## config.mk

```make
export PLATFORM = sky130hd
export DESIGN_NAME = cfd_fifo_status
export DESIGN_NICKNAME = d
export VERILOG_FILES = /design/src/cfd_pkg.sv /design/src/cfd_fifo_status.sv
export VERILOG_INCLUDE_DIRS = /design/src
export SDC_FILE = /design/constraint.sdc
export NUM_CORES = 1
export LEC_CHECK = 0
export BUFFER_PORTS_ARGS = -buffer_cell sky130_fd_sc_hd__buf_2
export CORE_AREA = 2 2 157 159
export CTS_CLUSTER_DIAMETER = 80
export DETAILED_ROUTE_END_ITERATION = 10
export DIE_AREA = 0 0 159 161
export PLACE_DENSITY = 0.55
export SETUP_SLACK_MARGIN = 0.05
export SYNTH_ARGS = -nofsm -noshare
export SYNTH_HDL_FRONTEND = slang
export SYNTH_SLANG_ARGS = --single-unit
```

## constraint.sdc

```tcl
create_clock -name sys_clk_i -period 3.35 [get_ports sys_clk_i]
set_clock_uncertainty 0.2 [all_clocks]
set_input_delay 0 -clock sys_clk_i [delete_from_list [all_inputs] [get_ports sys_clk_i]]
set_output_delay 0 -clock sys_clk_i [all_outputs]
set_load 0.005 [all_outputs]
```

## src/cfd_defines.svh

```systemverilog
`ifndef CFD_DEFINES_SVH
`define CFD_DEFINES_SVH

// register addresses
`define CFD_A_MSG_CTRL_LO 4'h0
`define CFD_A_MSG_CTRL_HI 4'h1
`define CFD_A_MSG_STAT 4'h2
`define CFD_A_MSG_UA_LO 4'h3
`define CFD_A_MSG_UA_HI 4'h4
`define CFD_A_EV_CTRL_HI 4'h5
`define CFD_A_EV_CTRL_LO 4'h6
`define CFD_A_EV_STAT 4'h7
`define CFD_A_EV_UA_LO 4'h8
`define CFD_A_EV_UA_HI 4'h9
`define CFD_A_MODE 4'hA

// field positions
`define CFD_B_RESET 10
`define CFD_B_SEND 9
`define CFD_B_ADV 8
`define CFD_B_DIR 7
`define CFD_B_ABORT 7
`define CFD_B_LARB 6
`define CFD_B_BERR 5
`define CFD_B_TSEN 5
`define CFD_B_OVF 3
`define CFD_B_EF 2
`define CFD_B_HALF 1
`define CFD_B_NF 0
`define CFD_F_DEPTH 12:8
`define CFD_F_INDEX 12:8
`define CFD_F_IE 3:0
`define CFD_F_MODE 2:0
`define CFD_F_UA_LO 15:0
`define CFD_F_UA_HI 31:16

// reset values and codes
`define CFD_MODE_CONFIG 3'h4
`define CFD_MODE_RESET 3'h4
`define CFD_DEPTH_RESET 5'h00
`define CFD_IE_RESET 4'h0
`define CFD_WORD_ZERO 16'h0000

// message memory layout
`define CFD_MSG_BASE 32'h00000400
`define CFD_MSG_ELEM 32'h00000048
`define CFD_EV_BASE 32'h00000100
`define CFD_EV_ELEM 32'h00000008
`define CFD_EV_ELEM_TS 32'h0000000C

`endif

```

## src/cfd_pkg.sv

```systemverilog
package cfd_pkg;
  typedef logic [4:0] cfd_ptr_t;
  typedef logic [5:0] cfd_cnt_t;
  typedef logic [15:0] cfd_word_t;
  typedef logic [2:0] cfd_mode_t;
endpackage

```

## src/cfd_fifo_status.sv

```systemverilog
// How it works
// - direction bit picks transmit or receive meaning
// - transmit: empty/full flag set when empty
// - receive: empty/full flag set when full
// - transmit: half flag when at most half
// - receive: half flag when at least half
// - transmit: lowest flag set while slot free
// - receive: lowest flag set while messages held
// - message index is zero-based slot number
// - arbitration/error bits change on completion or reset
// - abort bit cleared by read, reset, request
// - event depth is field plus one
// - depth and timestamp enable only in config
// - event reset bit self-clears after reset
// - tail advance moves tail by one
// - timestamp stored only when enabled
// - four event interrupt enables, bits three-zero
// - overflow flag sticky on push when full
// - event full/half/nonempty mirror occupancy
// - user address: head for transmit, tail receive
//
// The register addresses and the strobed register port were left to the implementer.
`timescale 1ns/1ps
`include "cfd_defines.svh"

module cfd_fifo_status (
  input wire logic sys_clk_i,
  input wire logic srst_i,
  input wire logic [3:0] reg_addr_i,
  input wire logic [15:0] reg_wdata_i,
  input wire logic reg_wr_i,
  input wire logic reg_rd_i,
  output logic [15:0] reg_rdata_o,
  input wire logic tx_done_i,
  input wire logic tx_abort_i,
  input wire logic tx_lost_arb_i,
  input wire logic tx_bus_err_i,
  input wire logic rx_store_i,
  output logic send_pending_o,
  output logic abort_req_o,
  input wire logic ev_push_i,
  input wire logic [31:0] ev_timestamp_i,
  output logic ev_store_o,
  output logic [31:0] ev_store_addr_o,
  output logic ev_store_ts_o,
  output logic [31:0] ev_store_time_o,
  output logic ev_irq_o
);

  function automatic cfd_pkg::cfd_cnt_t depth_of(
    input cfd_pkg::cfd_ptr_t f
  );
    return {1'b0, f} + 6'h01;
  endfunction

  function automatic cfd_pkg::cfd_ptr_t ptr_next(
    input cfd_pkg::cfd_ptr_t p,
    input cfd_pkg::cfd_ptr_t f
  );
    return (p == f) ? 5'h00 : p + 5'h01;
  endfunction

  function automatic cfd_pkg::cfd_cnt_t cnt_next(
    input cfd_pkg::cfd_cnt_t c,
    input logic push,
    input logic pop
  );
    cfd_pkg::cfd_cnt_t r;
    r = c;
    if (push && !pop)
    begin
      r = c + 6'h01;
    end
    else if (pop && !push)
    begin
      r = c - 6'h01;
    end
    return r;
  endfunction

  function automatic logic [31:0] user_addr(
    input logic [31:0] base,
    input cfd_pkg::cfd_ptr_t p,
    input logic [31:0] elem
  );
    return base + ({27'h0, p} * elem);
  endfunction

  cfd_pkg::cfd_mode_t operating_mode_field;
  logic direction_select;
  cfd_pkg::cfd_ptr_t depth_field;
  logic send_request;
  logic msg_reset_pend;
  cfd_pkg::cfd_ptr_t msg_head;
  cfd_pkg::cfd_ptr_t msg_tail;
  cfd_pkg::cfd_cnt_t msg_count;
  logic abort_status;
  logic lost_arbitration_status;
  logic send_bus_error_status;
  logic msg_overflow;

  cfd_pkg::cfd_ptr_t ev_depth_field;
  logic event_timestamp_enable;
  logic [3:0] ev_irq_enable;
  logic ev_reset_pend;
  cfd_pkg::cfd_ptr_t ev_head;
  cfd_pkg::cfd_ptr_t ev_tail;
  cfd_pkg::cfd_cnt_t ev_count;
  logic event_overflow_flag;

  logic cfg_mode;
  logic wr_msg_lo;
  logic wr_msg_hi;
  logic wr_msg_stat;
  logic wr_ev_hi;
  logic wr_ev_lo;
  logic wr_ev_stat;
  logic rd_msg_stat;
  logic msg_adv;
  logic msg_full;
  logic msg_empty;
  logic msg_push;
  logic msg_pop;
  logic send_rise;
  logic empty_or_full_flag;
  logic half_level_flag;
  logic space_or_content_flag;
  cfd_pkg::cfd_ptr_t message_index;
  logic [31:0] user_address;
  logic ev_full;
  logic ev_push_ok;
  logic ev_pop;
  logic event_full_flag;
  logic event_half_flag;
  logic event_nonempty_flag;
  logic [31:0] ev_elem;
  logic [31:0] ev_user_address;
  logic [3:0] ev_flags;
  cfd_pkg::cfd_word_t next_rdata;

  // register decode
  assign cfg_mode = operating_mode_field == `CFD_MODE_CONFIG;
  assign wr_msg_lo = reg_wr_i && reg_addr_i == `CFD_A_MSG_CTRL_LO;
  assign wr_msg_hi = reg_wr_i && reg_addr_i == `CFD_A_MSG_CTRL_HI;
  assign wr_msg_stat = reg_wr_i && reg_addr_i == `CFD_A_MSG_STAT;
  assign wr_ev_hi = reg_wr_i && reg_addr_i == `CFD_A_EV_CTRL_HI;
  assign wr_ev_lo = reg_wr_i && reg_addr_i == `CFD_A_EV_CTRL_LO;
  assign wr_ev_stat = reg_wr_i && reg_addr_i == `CFD_A_EV_STAT;
  assign rd_msg_stat = reg_rd_i && reg_addr_i == `CFD_A_MSG_STAT;

  // message queue occupancy
  assign msg_adv = wr_msg_lo && reg_wdata_i[`CFD_B_ADV];
  assign msg_full = msg_count == depth_of(depth_field);
  assign msg_empty = msg_count == 6'h00;
  assign msg_push = direction_select ? (msg_adv && !msg_full)
                                     : (rx_store_i && !msg_full);
  assign msg_pop = direction_select ? (tx_done_i && !msg_empty)
                                    : (msg_adv && !msg_empty);
  assign send_rise = wr_msg_lo && reg_wdata_i[`CFD_B_SEND] &&
                     direction_select && !send_request;

  // status flags by direction
  always_comb
  begin
    if (direction_select)
    begin
      empty_or_full_flag = msg_empty;
      half_level_flag = {msg_count, 1'b0} <=
                        {1'b0, depth_of(depth_field)};
      space_or_content_flag = !msg_full;
      message_index = msg_tail;
      user_address = user_addr(`CFD_MSG_BASE, msg_head,
                               `CFD_MSG_ELEM);
    end
    else
    begin
      empty_or_full_flag = msg_full;
      half_level_flag = {msg_count, 1'b0} >=
                        {1'b0, depth_of(depth_field)};
      space_or_content_flag = !msg_empty;
      message_index = msg_head;
      user_address = user_addr(`CFD_MSG_BASE, msg_tail,
                               `CFD_MSG_ELEM);
    end
  end

  always_ff @(posedge sys_clk_i)
  begin
    if (srst_i)
    begin
      operating_mode_field <= `CFD_MODE_RESET;
    end
    else if (reg_wr_i && reg_addr_i == `CFD_A_MODE)
    begin
      operating_mode_field <= reg_wdata_i[`CFD_F_MODE];
    end
  end

  // message queue configuration
  always_ff @(posedge sys_clk_i)
  begin
    if (srst_i)
    begin
      direction_select <= 1'h0;
      depth_field <= `CFD_DEPTH_RESET;
    end
    else
    begin
      if (wr_msg_lo && cfg_mode)
      begin
        direction_select <= reg_wdata_i[`CFD_B_DIR];
      end
      if (wr_msg_hi && cfg_mode)
      begin
        depth_field <= reg_wdata_i[`CFD_F_DEPTH];
      end
    end
  end

  // message queue reset request, cleared once applied
  always_ff @(posedge sys_clk_i)
  begin
    if (srst_i)
    begin
      msg_reset_pend <= 1'h0;
    end
    else if (wr_msg_lo && reg_wdata_i[`CFD_B_RESET])
    begin
      msg_reset_pend <= 1'h1;
    end
    else if (msg_reset_pend)
    begin
      msg_reset_pend <= 1'h0;
    end
  end

  always_ff @(posedge sys_clk_i)
  begin
    if (srst_i || msg_reset_pend)
    begin
      msg_head <= 5'h00;
      msg_tail <= 5'h00;
      msg_count <= 6'h00;
    end
    else
    begin
      if (msg_push)
      begin
        msg_head <= ptr_next(msg_head, depth_field);
      end
      if (msg_pop)
      begin
        msg_tail <= ptr_next(msg_tail, depth_field);
      end
      msg_count <= cnt_next(msg_count, msg_push, msg_pop);
    end
  end

  // send request and abort request
  always_ff @(posedge sys_clk_i)
  begin
    if (srst_i || msg_reset_pend)
    begin
      send_request <= 1'h0;
      abort_req_o <= 1'h0;
    end
    else
    begin
      abort_req_o <= wr_msg_lo && send_request &&
                     !reg_wdata_i[`CFD_B_SEND];
      if (send_rise)
      begin
        send_request <= 1'h1;
      end
      else if (wr_msg_lo && !reg_wdata_i[`CFD_B_SEND])
      begin
        send_request <= 1'h0;
      end
      else if (msg_pop && msg_count == 6'h01 && !msg_push)
      begin
        send_request <= 1'h0;
      end
    end
  end

  assign send_pending_o = send_request && direction_select && !msg_empty;

  // completion status; a new abort beats a same-cycle clear
  always_ff @(posedge sys_clk_i)
  begin
    if (srst_i)
    begin
      abort_status <= 1'h0;
    end
    else if (tx_abort_i && direction_select)
    begin
      abort_status <= 1'h1;
    end
    else if (rd_msg_stat || msg_reset_pend || send_rise)
    begin
      abort_status <= 1'h0;
    end
  end

  always_ff @(posedge sys_clk_i)
  begin
    if (srst_i || msg_reset_pend)
    begin
      lost_arbitration_status <= 1'h0;
      send_bus_error_status <= 1'h0;
    end
    else if ((tx_done_i || tx_abort_i) && direction_select)
    begin
      lost_arbitration_status <= tx_lost_arb_i;
      send_bus_error_status <= tx_bus_err_i;
    end
  end

  always_ff @(posedge sys_clk_i)
  begin
    if (srst_i || msg_reset_pend)
    begin
      msg_overflow <= 1'h0;
    end
    else if (rx_store_i && !direction_select && msg_full)
    begin
      msg_overflow <= 1'h1;
    end
    else if (wr_msg_stat && !reg_wdata_i[`CFD_B_OVF])
    begin
      msg_overflow <= 1'h0;
    end
  end

  // event queue
  assign ev_full = ev_count == depth_of(ev_depth_field);
  assign ev_push_ok = ev_push_i && !ev_full;
  assign ev_pop = wr_ev_lo && reg_wdata_i[`CFD_B_ADV] &&
                  ev_count != 6'h00;
  assign event_full_flag = ev_full;
  assign event_half_flag = {ev_count, 1'b0} >=
                           {1'b0, depth_of(ev_depth_field)};
  assign event_nonempty_flag = ev_count != 6'h00;
  assign ev_elem = event_timestamp_enable ? `CFD_EV_ELEM_TS
                                          : `CFD_EV_ELEM;
  assign ev_user_address = user_addr(`CFD_EV_BASE, ev_tail, ev_elem);
  assign ev_flags = {event_overflow_flag, event_full_flag,
                     event_half_flag, event_nonempty_flag};

  always_ff @(posedge sys_clk_i)
  begin
    if (srst_i)
    begin
      ev_depth_field <= `CFD_DEPTH_RESET;
      event_timestamp_enable <= 1'h0;
      ev_irq_enable <= `CFD_IE_RESET;
    end
    else
    begin
      if (wr_ev_hi && cfg_mode)
      begin
        ev_depth_field <= reg_wdata_i[`CFD_F_DEPTH];
      end
      if (wr_ev_lo)
      begin
        ev_irq_enable <= reg_wdata_i[`CFD_F_IE];
        if (cfg_mode)
        begin
          event_timestamp_enable <= reg_wdata_i[`CFD_B_TSEN];
        end
      end
    end
  end

  always_ff @(posedge sys_clk_i)
  begin
    if (srst_i)
    begin
      ev_reset_pend <= 1'h0;
    end
    else if (wr_ev_lo && reg_wdata_i[`CFD_B_RESET])
    begin
      ev_reset_pend <= 1'h1;
    end
    else if (ev_reset_pend)
    begin
      ev_reset_pend <= 1'h0;
    end
  end

  always_ff @(posedge sys_clk_i)
  begin
    if (srst_i || ev_reset_pend)
    begin
      ev_head <= 5'h00;
      ev_tail <= 5'h00;
      ev_count <= 6'h00;
    end
    else
    begin
      if (ev_push_ok)
      begin
        ev_head <= ptr_next(ev_head, ev_depth_field);
      end
      if (ev_pop)
      begin
        ev_tail <= ptr_next(ev_tail, ev_depth_field);
      end
      ev_count <= cnt_next(ev_count, ev_push_ok, ev_pop);
    end
  end

  // overflow: a push while full beats a same-cycle clear
  always_ff @(posedge sys_clk_i)
  begin
    if (srst_i || ev_reset_pend)
    begin
      event_overflow_flag <= 1'h0;
    end
    else if (ev_push_i && ev_full)
    begin
      event_overflow_flag <= 1'h1;
    end
    else if (wr_ev_stat && !reg_wdata_i[`CFD_B_OVF])
    begin
      event_overflow_flag <= 1'h0;
    end
  end

  // event element write toward message memory
  always_ff @(posedge sys_clk_i)
  begin
    if (srst_i)
    begin
      ev_store_o <= 1'h0;
      ev_store_addr_o <= 32'h00000000;
      ev_store_ts_o <= 1'h0;
      ev_store_time_o <= 32'h00000000;
    end
    else
    begin
      ev_store_o <= ev_push_ok;
      if (ev_push_ok)
      begin
        ev_store_addr_o <= user_addr(`CFD_EV_BASE, ev_head, ev_elem);
        ev_store_ts_o <= event_timestamp_enable;
        ev_store_time_o <= event_timestamp_enable ? ev_timestamp_i
                                                  : 32'h00000000;
      end
    end
  end

  always_ff @(posedge sys_clk_i)
  begin
    if (srst_i)
    begin
      ev_irq_o <= 1'h0;
    end
    else
    begin
      ev_irq_o <= |(ev_flags & ev_irq_enable);
    end
  end

  // read mux
  always_comb
  begin
    next_rdata = `CFD_WORD_ZERO;
    unique case (reg_addr_i)
      `CFD_A_MSG_CTRL_LO:
      begin
        next_rdata[`CFD_B_RESET] = msg_reset_pend;
        next_rdata[`CFD_B_SEND] = send_request;
        next_rdata[`CFD_B_DIR] = direction_select;
      end
      `CFD_A_MSG_CTRL_HI:
      begin
        next_rdata[`CFD_F_DEPTH] = depth_field;
      end
      `CFD_A_MSG_STAT:
      begin
        next_rdata[`CFD_F_INDEX] = message_index;
        next_rdata[`CFD_B_ABORT] = abort_status;
        next_rdata[`CFD_B_LARB] = lost_arbitration_status;
        next_rdata[`CFD_B_BERR] = send_bus_error_status;
        next_rdata[`CFD_B_OVF] = msg_overflow && !direction_select;
        next_rdata[`CFD_B_EF] = empty_or_full_flag;
        next_rdata[`CFD_B_HALF] = half_level_flag;
        next_rdata[`CFD_B_NF] = space_or_content_flag;
      end
      `CFD_A_MSG_UA_LO:
      begin
        next_rdata = user_address[`CFD_F_UA_LO];
      end
      `CFD_A_MSG_UA_HI:
      begin
        next_rdata = user_address[`CFD_F_UA_HI];
      end
      `CFD_A_EV_CTRL_HI:
      begin
        next_rdata[`CFD_F_DEPTH] = ev_depth_field;
      end
      `CFD_A_EV_CTRL_LO:
      begin
        next_rdata[`CFD_B_RESET] = ev_reset_pend;
        next_rdata[`CFD_B_TSEN] = event_timestamp_enable;
        next_rdata[`CFD_F_IE] = ev_irq_enable;
      end
      `CFD_A_EV_STAT:
      begin
        next_rdata[`CFD_F_IE] = ev_flags;
      end
      `CFD_A_EV_UA_LO:
      begin
        next_rdata = ev_user_address[`CFD_F_UA_LO];
      end
      `CFD_A_EV_UA_HI:
      begin
        next_rdata = ev_user_address[`CFD_F_UA_HI];
      end
      `CFD_A_MODE:
      begin
        next_rdata[`CFD_F_MODE] = operating_mode_field;
      end
      default:
      begin
        next_rdata = `CFD_WORD_ZERO;
      end
    endcase
  end

  always_ff @(posedge sys_clk_i)
  begin
    if (srst_i)
    begin
      reg_rdata_o <= `CFD_WORD_ZERO;
    end
    else
    begin
      reg_rdata_o <= reg_rd_i ? next_rdata : `CFD_WORD_ZERO;
    end
  end

endmodule

```

==> results.toml, run 1 <==
[finish]
num-fill-cells = 2477
syn2layout_area_growth_pct = 30.9
final_util_pct = 38.6
stdcell_area_um2 = 9240
layout.nets = 1147
layout-drive-gt1-share_pct = 19.8
finalNonFillerCells = 1353
seqCellArea_um2 = 2320
multi_input_area_um2 = 4390

[logic_synthesis]
synth_cell_types = 59
postSynthCellCount = 841
syn_avg_cell_area_um2 = 8.40
yosys.area_share.simple_pct = 19.9
yosysSeqAreaShare_pct = 32.9
synth_compound_area_share_pct = 14.6
synth_fa_ha_area_share_pct = 13.1
synth_edf_count = 0
synthMuxAreaShare_pct = 2.96
ys_warn_count = 0
ys.flop_type = "dfxtp_1"
ys_ff_latch = 116
syn_area_um2 = 7060
synth_xor_xnor_area_share_pct = 9.50
async_flop_share_pct = 0
synth_top_family_by_area = "simple AND/OR/NAND/NOR gates"

[critical_path]
worst_ep_required_time_ps = 3460
r2r-end = "ev_count[5]"
start_kind = "register"
r2r_cells = 15
crit_fanout = 6
critical_path.endpoint_type = "register"
r2r_slack_ps = 220
worstSetupPathType = "register to register"
cp.arrival_ps = 3240
r2r_start = "ev_depth_field[2]"

[global_routing]
overflow = 0
globalRouteMet2Util_pct = 26.1
grt_first_pass_wirelength_um = 32100
grt.met1_usage_pct = 19.9
antenna_found_initial = 0
grt.total_usage_pct = 15.6
grtUsageMet3_pct = 3.36
top_usage_layer = "met2"
grt_max_degree = 57
grt_pass1_vias = 6187

[sta]
setup_viol = 0
worstMarginPinSlew_ps = 874
fmax_ghz = 0.319
timing.slew.headroom_pct = 41.5
min_period_over_period_pct = 93.5
worst_slack_ps = 219
finalCriticalPeriod_ps = 3130
rsz0062_at_grt = "false"
slew_viol_final = 0
finalHoldViolCount = 0
tns_ps = 0

[clocking]
cts_tree = "done"
clockBufferDepth = 2
cts_root_buffer = "clkbuf_16"
worst_skew_pair.late_latency_ps = 420
clock_sinks = 116
htreeDepth = 4
cts_buffers = 17
cts.clk_slew.worst_paths_ps = 60

[floorplan]
die-area_um2 = 25600
rows = 57
io-pin-count = 147
core_area_um2 = 24000
fp.dieH_um = 161
die_w_um = 159
start_util_pct = 29.5

[worst_hold_path]
hp-start = "ev_timestamp_i[1]"
min_path_cells = 4
min_path_type = "input pin to register"
hold_path_end = "ev_store_time_o[1]"

[place]
dp_hpwl_um = 14500
place_ws_ps = 96.7
place_congestion = 0.811
place_area_um2 = 7980
io_buffers = 114
placed_cells = 1254

[drt]
post_drt_wl_per_cell_um = 15.0
drc = 0
viasPerCell = 4.78
drtIter0Drc = 421
routed_wl_um = 20200
vias = 6465
ant_nets = 0
firstDrtPassIters = 4

[run]
max-cap-violations = 0

[outcome]
status = "finished, final reports clean"

[pwr]
leakage_nw = 3.99
power.ir.vdd_worst_mv = 0.301
powerDensity_nw_per_um2 = 498
[through the flow]
step	total power, mW	hold slack (ps)
2_1_floorplan	2.45	-123
3_3_place_gp	2.72	39.6
3_5_place_dp	2.74	45.2
4_1_cts	4.63	185
5_1_grt	4.86	212
6_report	4.60	205
[cells by family (layout without fill, tap and decap cells)]
family / after synthesis / in the layout
other cells: 1 / 28
fa+ha+maj: 70 / 70
mux: 19 / 19
xor+xnor: 75 / 75
buf+inv: 101 / 262
simple gates: 298 / 298
flops: 116 / 116
compound gates: 161 / 161
[final cells by class]
type	instances	share of cell area, %
Sequential cell	116	25.1
Clock inverter	12	1.41
Multi-Input combinational cell	650	47.5
Inverter	20	0.866
Antenna cell	1	0.0271
Clock buffer	20	4.94
Tap cell	324	4.39
Timing Repair Buffer	210	15.8
[Yosys cell counts (4+ instances only)]
master | n | area (um2)
dfxtp_1 | 116 | 2320
nand2_1 | 94 | 353
a21oi_1 | 89 | 445
nand3_1 | 69 | 345
ha_1 | 63 | 788
nor2_1 | 62 | 233
xnor2_1 | 43 | 377
clkbuf_1 | 36 | 135
xor2_1 | 31 | 272
buf_4 | 27 | 203
inv_1 | 19 | 71.3
a22oi_1 | 13 | 97.6
mux2i_1 | 13 | 130
o21ai_0 | 13 | 65.1
nand4_1 | 12 | 75.1
buf_2 | 11 | 55.1
and2_1 | 10 | 62.6
nor2b_1 | 10 | 62.6
nor3_1 | 8 | 40.0
a21o_1 | 7 | 52.6
buf_1 | 7 | 26.3
fa_1 | 7 | 140
nand2b_1 | 7 | 43.8
a31oi_1 | 6 | 37.5
mux2_2 | 5 | 56.3
and3_1 | 4 | 25.0
nor4_1 | 4 | 25.0
or2_2 | 4 | 25.0
or3_1 | 4 | 25.0
[per-layer routing]
layer	vias up	part of all wire, %
met5	-	0
met4	0	2.1
met3	33	4.3
met2	132	49
met1	3081	45
li1	3219	-
[how the worst max path moves through the flow]
stage / slack, ps / end / from
2_1_floorplan: -70 / ev_count[5] / ev_depth_field[1]
3_3_place_gp: 170 / ev_count[5] / ev_depth_field[1]
4_1_cts: 90 / ev_count[5] / ev_depth_field[1]
5_1_grt: 70 / ev_count[5] / ev_depth_field[2]
6_report: 220 / ev_count[5] / ev_depth_field[2]
3_5_place_dp: 100 / ev_count[5] / ev_depth_field[1]
[cell usage in the layout (no fill, tap or decap), types with 10 or more instances in the layout]
cell type        n
xnor2_1         42
inv_1           18
nand3_1         68
dlygate4sd3_1   66
a22oi_1         13
mux2i_1         13
clkbuf_16       17
nor2_1          62
nand2_1         94
nand4_1         12
ha_1            60
and2_1          10
conb_1          27
buf_4           30
buf_2          114
xor2_1          31
dfxtp_1        116
nor2b_1         10
a21oi_1         89
o21ai_0         13
[sequential cells by signal (all words and copies together), names as in the netlist, 3 cells and up]
register              count
depth_field               5
ev_count                  6
ev_depth_field            5
ev_head                   5
ev_irq_enable             4
ev_store_addr_o           8
ev_store_time_o          32
ev_tail                   5
msg_count                 6
msg_head                  5
msg_tail                  5
operating_mode_field      3
reg_rdata_o              13
[worst max-delay path, cell delays in order, from the launching register on]
cell and delay [ps]:
dfxtp_1 320, buf_4 160, xnor3_1 380, nand3_2 70, or2_4 270, o31ai_4 190
inv_2 80, ha_4 180, inv_6 80, ha_4 190, a21o_1 140, a21o_1 190
a211o_1 270, o211ai_1 110, xnor2_1 140, nor2_1 50
[report_power, final]
| part | switching, mW | internal [mW] |
|---|---|---|
| clock network | 0.686 | 1.13 |
| logic | 0.648 | 0.541 |
| registers | 0.135 | 1.46 |
[timing repair]
item                                   CTS  global route
endpoints found under the hold margin   79             0
hold buffers                            66             0
setup endpoints to repair                0             2
resized for setup                        0             4
buffers inserted                         0             0
No activity file was read; power rests on OpenSTA's default activity.
==> run 2: changes to the inputs <==
==> constraint.sdc (replaced) <==
create_clock -name sys_clk_i -period 3.35 [get_ports sys_clk_i]
set_clock_uncertainty 0.2 [all_clocks]
set_input_delay 0.335 -clock sys_clk_i [delete_from_list [all_inputs] [get_ports sys_clk_i]]
set_output_delay 0.335 -clock sys_clk_i [all_outputs]
set_load 0.005 [all_outputs]
==> results.toml, run 2 (synthesis results as in run 1) <==
[drt]
ant_nets = 0
viasPerCell = 4.72
vias = 6296
drc = 0
routed_wl_um = 20100
firstDrtPassIters = 7
drtIter0Drc = 461
post_drt_wl_per_cell_um = 15.1

[critical_path]
r2r_start = "ev_depth_field[3]"
cp.arrival_ps = 3230
worstSetupPathType = "register to register"
worst_ep_required_time_ps = 3460
crit_fanout = 6
r2r_cells = 14
crit_end = "ev_count[5]"
r2r-end = "ev_count[5]"
start_kind = "register"
crit_path_start = "ev_depth_field[3]"
r2r_slack_ps = 240
critical_path.endpoint_type = "register"

[sta]
fmax_ghz = 0.321
timing.slew.headroom_pct = 52.5
slew_viol_final = 0
rsz0062_at_grt = "false"
setup_viol = 0
tns_ps = 0
worstMarginPinSlew_ps = 695
min_period_over_period_pct = 93.0
finalCriticalPeriod_ps = 3110
finalHoldViolCount = 0

[floorplan]
rows = 57
core_area_um2 = 24000
start_util_pct = 29.5
io-pin-count = 147
fp.dieH_um = 161
die-area_um2 = 25600
die_w_um = 159

[outcome]
status = "finished, final reports clean"

[run]
max-cap-violations = 0

[finish]
reg_top3 = "ev_store_time_o (32), reg_rdata_o (13), ev_store_addr_o (8)"
syn2layout_area_growth_pct = 29.4
stdcell_area_um2 = 9140
layout-drive-gt1-share_pct = 21.0
antenna_cells = 0
layout_common_cells = "115 x dfxtp_1, 114 x buf_2, 94 x nand2_1"
num-fill-cells = 2516
regMostFlops = "ev_store_time_o"
final_util_pct = 38.1
layout_commonest_cell = "dfxtp_1"
layout.nets = 1129
largest_reg_flops = 32

[pwr]
intPower_mw = 3.40
leakage_nw = 3.98
combPwrFrac_pct = 24.4
power.ir.vdd_worst_mv = 0.326
p_sw_mw = 1.49
switching_share_pct = 30.4
pwr-share-clk_pct = 43.0
powerDensity_nw_per_um2 = 535
seqPwrFrac_pct = 32.6

[clocking]
htreeDepth = 4
cts.clk_slew.worst_paths_ps = 60
cts_setup_buffers = 0
cts_root_buffer = "clkbuf_16"
cts_tree = "done"
clock_sinks = 116
worst_skew_pair.late_latency_ps = 420
cts_buffers = 17
clockBufferDepth = 2

[place]
place_area_um2 = 8020
io_buffers = 114
place_congestion = 0.846
dp_hpwl_um = 14500

[global_routing]
grt_first_pass_wirelength_um = 32100
antenna_found_initial = 0
overflow = 0
grt.total_usage_pct = 15.7
grt_pass1_vias = 6052
grt_max_degree = 56

[worst_hold_path]
min_path_type = "input pin to register"
hp-start = "reg_wdata_i[9]"
## run 2: cell count changes in the layout (fill, tap and decap cells not counted), moves of 2 or more
cell	change
dlygate4sd3_1	-24
clkinv_4	+3
clkbuf_8	-2
bufinv_16	+4
clkinv_2	-2
buf_4	+6
clkinvlp_4	-3
## run 2: repair_timing
action,CTS,global route
hold endpoints to repair,47,0
resized for setup,0,4
setup endpoints to repair,0,1
hold buffers,42,0
## run 2: how the worst min path moves through the flow
stage	to	slack (ps)	cells after the start
6_report	abort_req_o	30	2
5_1_grt	abort_req_o	20	2
4_1_cts	abort_status	4	3
3_5_place_dp	ev_store_time_o[20]	240	2
3_3_place_gp	ev_store_time_o[17]	240	2
2_1_floorplan	abort_req_o	210	1
## run 2: metrics by stage
| step | instances | power, mW | setup WS, ps | hold slack (ps) |
|---|---|---|---|---|
| after floorplan | 867 | 2.45 | -66.9 | 212 |
| after detailed placement | 1260 | 2.75 | 111 | 240 |
| after global placement | 1260 | 2.74 | 135 | 236 |
| final | 1334 | 4.88 | 236 | 26.0 |
| after global routing | 1334 | 5.15 | 49.3 | 15.6 |
| after CTS | 1334 | 4.92 | 110 | 4.15 |
## run 2: layout make-up
type	instances	area, um2	share of cell area, %
clock buffers	17	425	4.66
multi-input cells	650	4390	48.0
repair buffers	192	1260	13.8
inverters	20	77.6	0.849
clock inverters	15	253	2.77
well taps	324	405	4.44
flip-flops and latches	116	2320	25.4
## run 2: worst max-delay path, stage by stage (launching register included)
cell,delay (ps)
dfxtp_1,490
and3_1,210
nand3_1,170
xnor2_1,220
o31ai_4,280
inv_2,80
ha_4,170
inv_4,90
ha_4,200
a21o_1,140
a21o_1,180
a211o_1,250
o211ai_1,110
xnor2_1,150
nor2_1,50
## run 2: power groups by stage
stage | logic, mW | registers, mW | clock network (mW)
floorplan | 0.877 | 1.58 | 0
global placement | 1.12 | 1.62 | 0
detailed placement | 1.13 | 1.62 | 0
CTS | 1.18 | 1.59 | 2.15
global route | 1.33 | 1.61 | 2.21
finish | 1.19 | 1.59 | 2.10
## run 2: routing by layer
metal	up-vias	share of wire, %	global-route usage [%]
li1	3178	-	-
met1	2955	45	19.7
met2	129	49	26.8
met3	34	3.4	2.95
met4	0	2.4	6.36
met5	-	0	0
==> run 3: changes to the inputs <==
--- a/config.mk
+++ b/config.mk
@@ -11,7 +11,7 @@
 export CTS_CLUSTER_DIAMETER = 80
 export DETAILED_ROUTE_END_ITERATION = 10
 export DIE_AREA = 0 0 159 161
-export PLACE_DENSITY = 0.55
+export PLACE_DENSITY_LB_ADDON = 0.12
 export SETUP_SLACK_MARGIN = 0.05
 export SYNTH_ARGS = -nofsm -noshare
 export SYNTH_HDL_FRONTEND = slang
==> results.toml, run 3 (synthesis results as in run 1) <==
[finish]
regMostFlops = "ev_store_time_o"
finalNonFillerCells = 1339
final_util_pct = 37.9
syn2layout_area_growth_pct = 28.6
layout-drive-gt1-share_pct = 20.9
layout_common_cells = "116 x dfxtp_1, 114 x buf_2, 94 x nand2_1"
antenna_cells = 0
largest_reg_flops = 32
stdcell_area_um2 = 9080
layout_commonest_cell = "dfxtp_1"
layout.nets = 1134
reg_top3 = "ev_store_time_o (32), reg_rdata_o (13), ev_store_addr_o (8)"

[outcome]
status = "finished, final reports clean"

[global_routing]
grt_pass1_vias = 6109
antenna_found_initial = 0
grt_max_degree = 64
overflow = 0
grt_first_pass_wirelength_um = 33600
grt.total_usage_pct = 16.6

[place]
place_ws_ps = 117
io_buffers = 114
place_congestion = 0.812
placed_cells = 1263
place_area_um2 = 8040
dp_hpwl_um = 15400

[drt]
ant_nets = 0
post_drt_wl_per_cell_um = 15.7
drtIter0Drc = 301
routed_wl_um = 21000
firstDrtPassIters = 6
vias = 6294
top_layer = "met4"
dr_wl_met3_um = 610
dr_wl_met2_um = 10100
drc = 0
viasPerCell = 4.70
met1Wirelength_um = 9960

[critical_path]
worstSetupPathType = "register to register"
path_cells = "ha_2 -> xnor3_1 -> nand3_2 -> or2_4 -> o31ai_4 -> inv_2 -> ha_4 -> inv_6 -> ha_4 -> a21o_1 -> a21o_1 -> a211o_1 -> o211ai_1 -> xnor2_1 -> nor2_1"
worst_ep_required_time_ps = 3450
path_buf_inv = 2
cp.arrival_ps = 3220
critical_path.endpoint_type = "register"
slowest_stage = "xnor3_1"
cpPeakStageDelay_ps = 370
crit_family = "compound AO/OA/AOI/OAI gates"
crit_fanout = 6
r2r_start = "ev_depth_field[1]"
crit_path_start = "ev_depth_field[1]"
start_kind = "register"

[clocking]
cts_tree = "done"
clock_sinks = 116
cts_root_buffer = "clkbuf_16"
cts.clk_slew.worst_paths_ps = 60
worst_skew_pair.late_latency_ps = 420
cts_setup_buffers = 0
cts_buffers = 17
clockBufferDepth = 2
htreeDepth = 4

[floorplan]
fp.dieH_um = 161
start_util_pct = 29.5
io-pin-count = 147
rows = 57
die_w_um = 159
die-area_um2 = 25600
core_area_um2 = 24000

[sta]
worstMarginPinSlew_ps = 736
rsz0062_at_grt = "false"
setup_viol = 0
fmax_ghz = 0.320
timing.slew.headroom_pct = 51.0
min_period_over_period_pct = 93.2
worst_slack_ps = 229
slew_viol_final = 0
finalCriticalPeriod_ps = 3120
finalHoldViolCount = 0

[pwr]
switching_share_pct = 32.6
leakage_nw = 3.95
p_sw_mw = 1.51
pwr-share-clk_pct = 39.5
seqPwrFrac_pct = 34.4
powerDensity_nw_per_um2 = 509
finalPower_mw = 4.62
intPower_mw = 3.11
combPwrFrac_pct = 26.1
power.ir.vdd_worst_mv = 0.309

[worst_hold_path]
hp-start = "reg_wdata_i[12]"
min_path_type = "input pin to register"

[run]
max-cap-violations = 0
## run 3: cell types whose count changed in the layout (fill, tap and decap cells not counted), moves of 2 or more
cell and change:
bufinv_16 -4, dlygate4sd3_1 +2, clkbuf_1 +2, clkinv_2 +2
buf_4 +3, clkinvlp_4 +2, clkinv_4 -2
## run 3: path summary, 6_finish.rpt
check	endpoint	slack (ps)	depth (start not counted)
setup reg to reg	ev_count[5]	230	15
setup / recovery	ev_count[5]	230	15
hold reg to reg	ev_store_time_o[29]	240	2
hold / removal	depth_field[4]	10	3
## run 3: area by class of cell
cell class | count | area [um2]
clock inverters | 12 | 131
multi-input cells | 650 | 4390
flip-flops and latches | 116 | 2320
inverters | 20 | 80.1
repair buffers | 197 | 1300
fillers | 2549 | 14900
clock buffers | 20 | 447
well taps | 324 | 405
## run 3: tightest hold or removal path, cell delays in order
cell and delay, ps:
buf_2 130, nand3_1 60, a21oi_1 50
## run 3: routing by layer
| layer | track usage, % | up-vias |
|---|---|---|
| met5 | 0 | - |
| met4 | 4.79 | 0 |
| met3 | 3.75 | 21 |
| met2 | 27.4 | 102 |
| met1 | 21.8 | 2983 |
| li1 | - | 3188 |
## run 3: timing repair
action                                 4_1_cts  5_1_grt
setup endpoints to repair                    0        2
gates resized for setup                      0        4
hold buffers                                44        0
endpoints found under the hold margin       45        0
## run 3: per-stage QoR
| step | hold slack (ps) | setup TNS, ps |
|---|---|---|
| 3_5_place_dp | 241 | 0 |
| 4_1_cts | 0.814 | 0 |
| 5_1_grt | 7.41 | 0 |
| 3_3_place_gp | 236 | 0 |
| 6_report | 13.3 | 0 |
| 2_1_floorplan | 212 | -66.9 |
## run 3: power by group through the flow
stage / Sequential (mW) / Clock (mW) / Combinational (mW)
6_report: 1.59 / 1.82 / 1.21
5_1_grt: 1.60 / 1.93 / 1.36
4_1_cts: 1.59 / 1.87 / 1.21
3_5_place_dp: 1.62 / 0 / 1.16
3_3_place_gp: 1.62 / 0 / 1.16
2_1_floorplan: 1.58 / 0 / 0.877
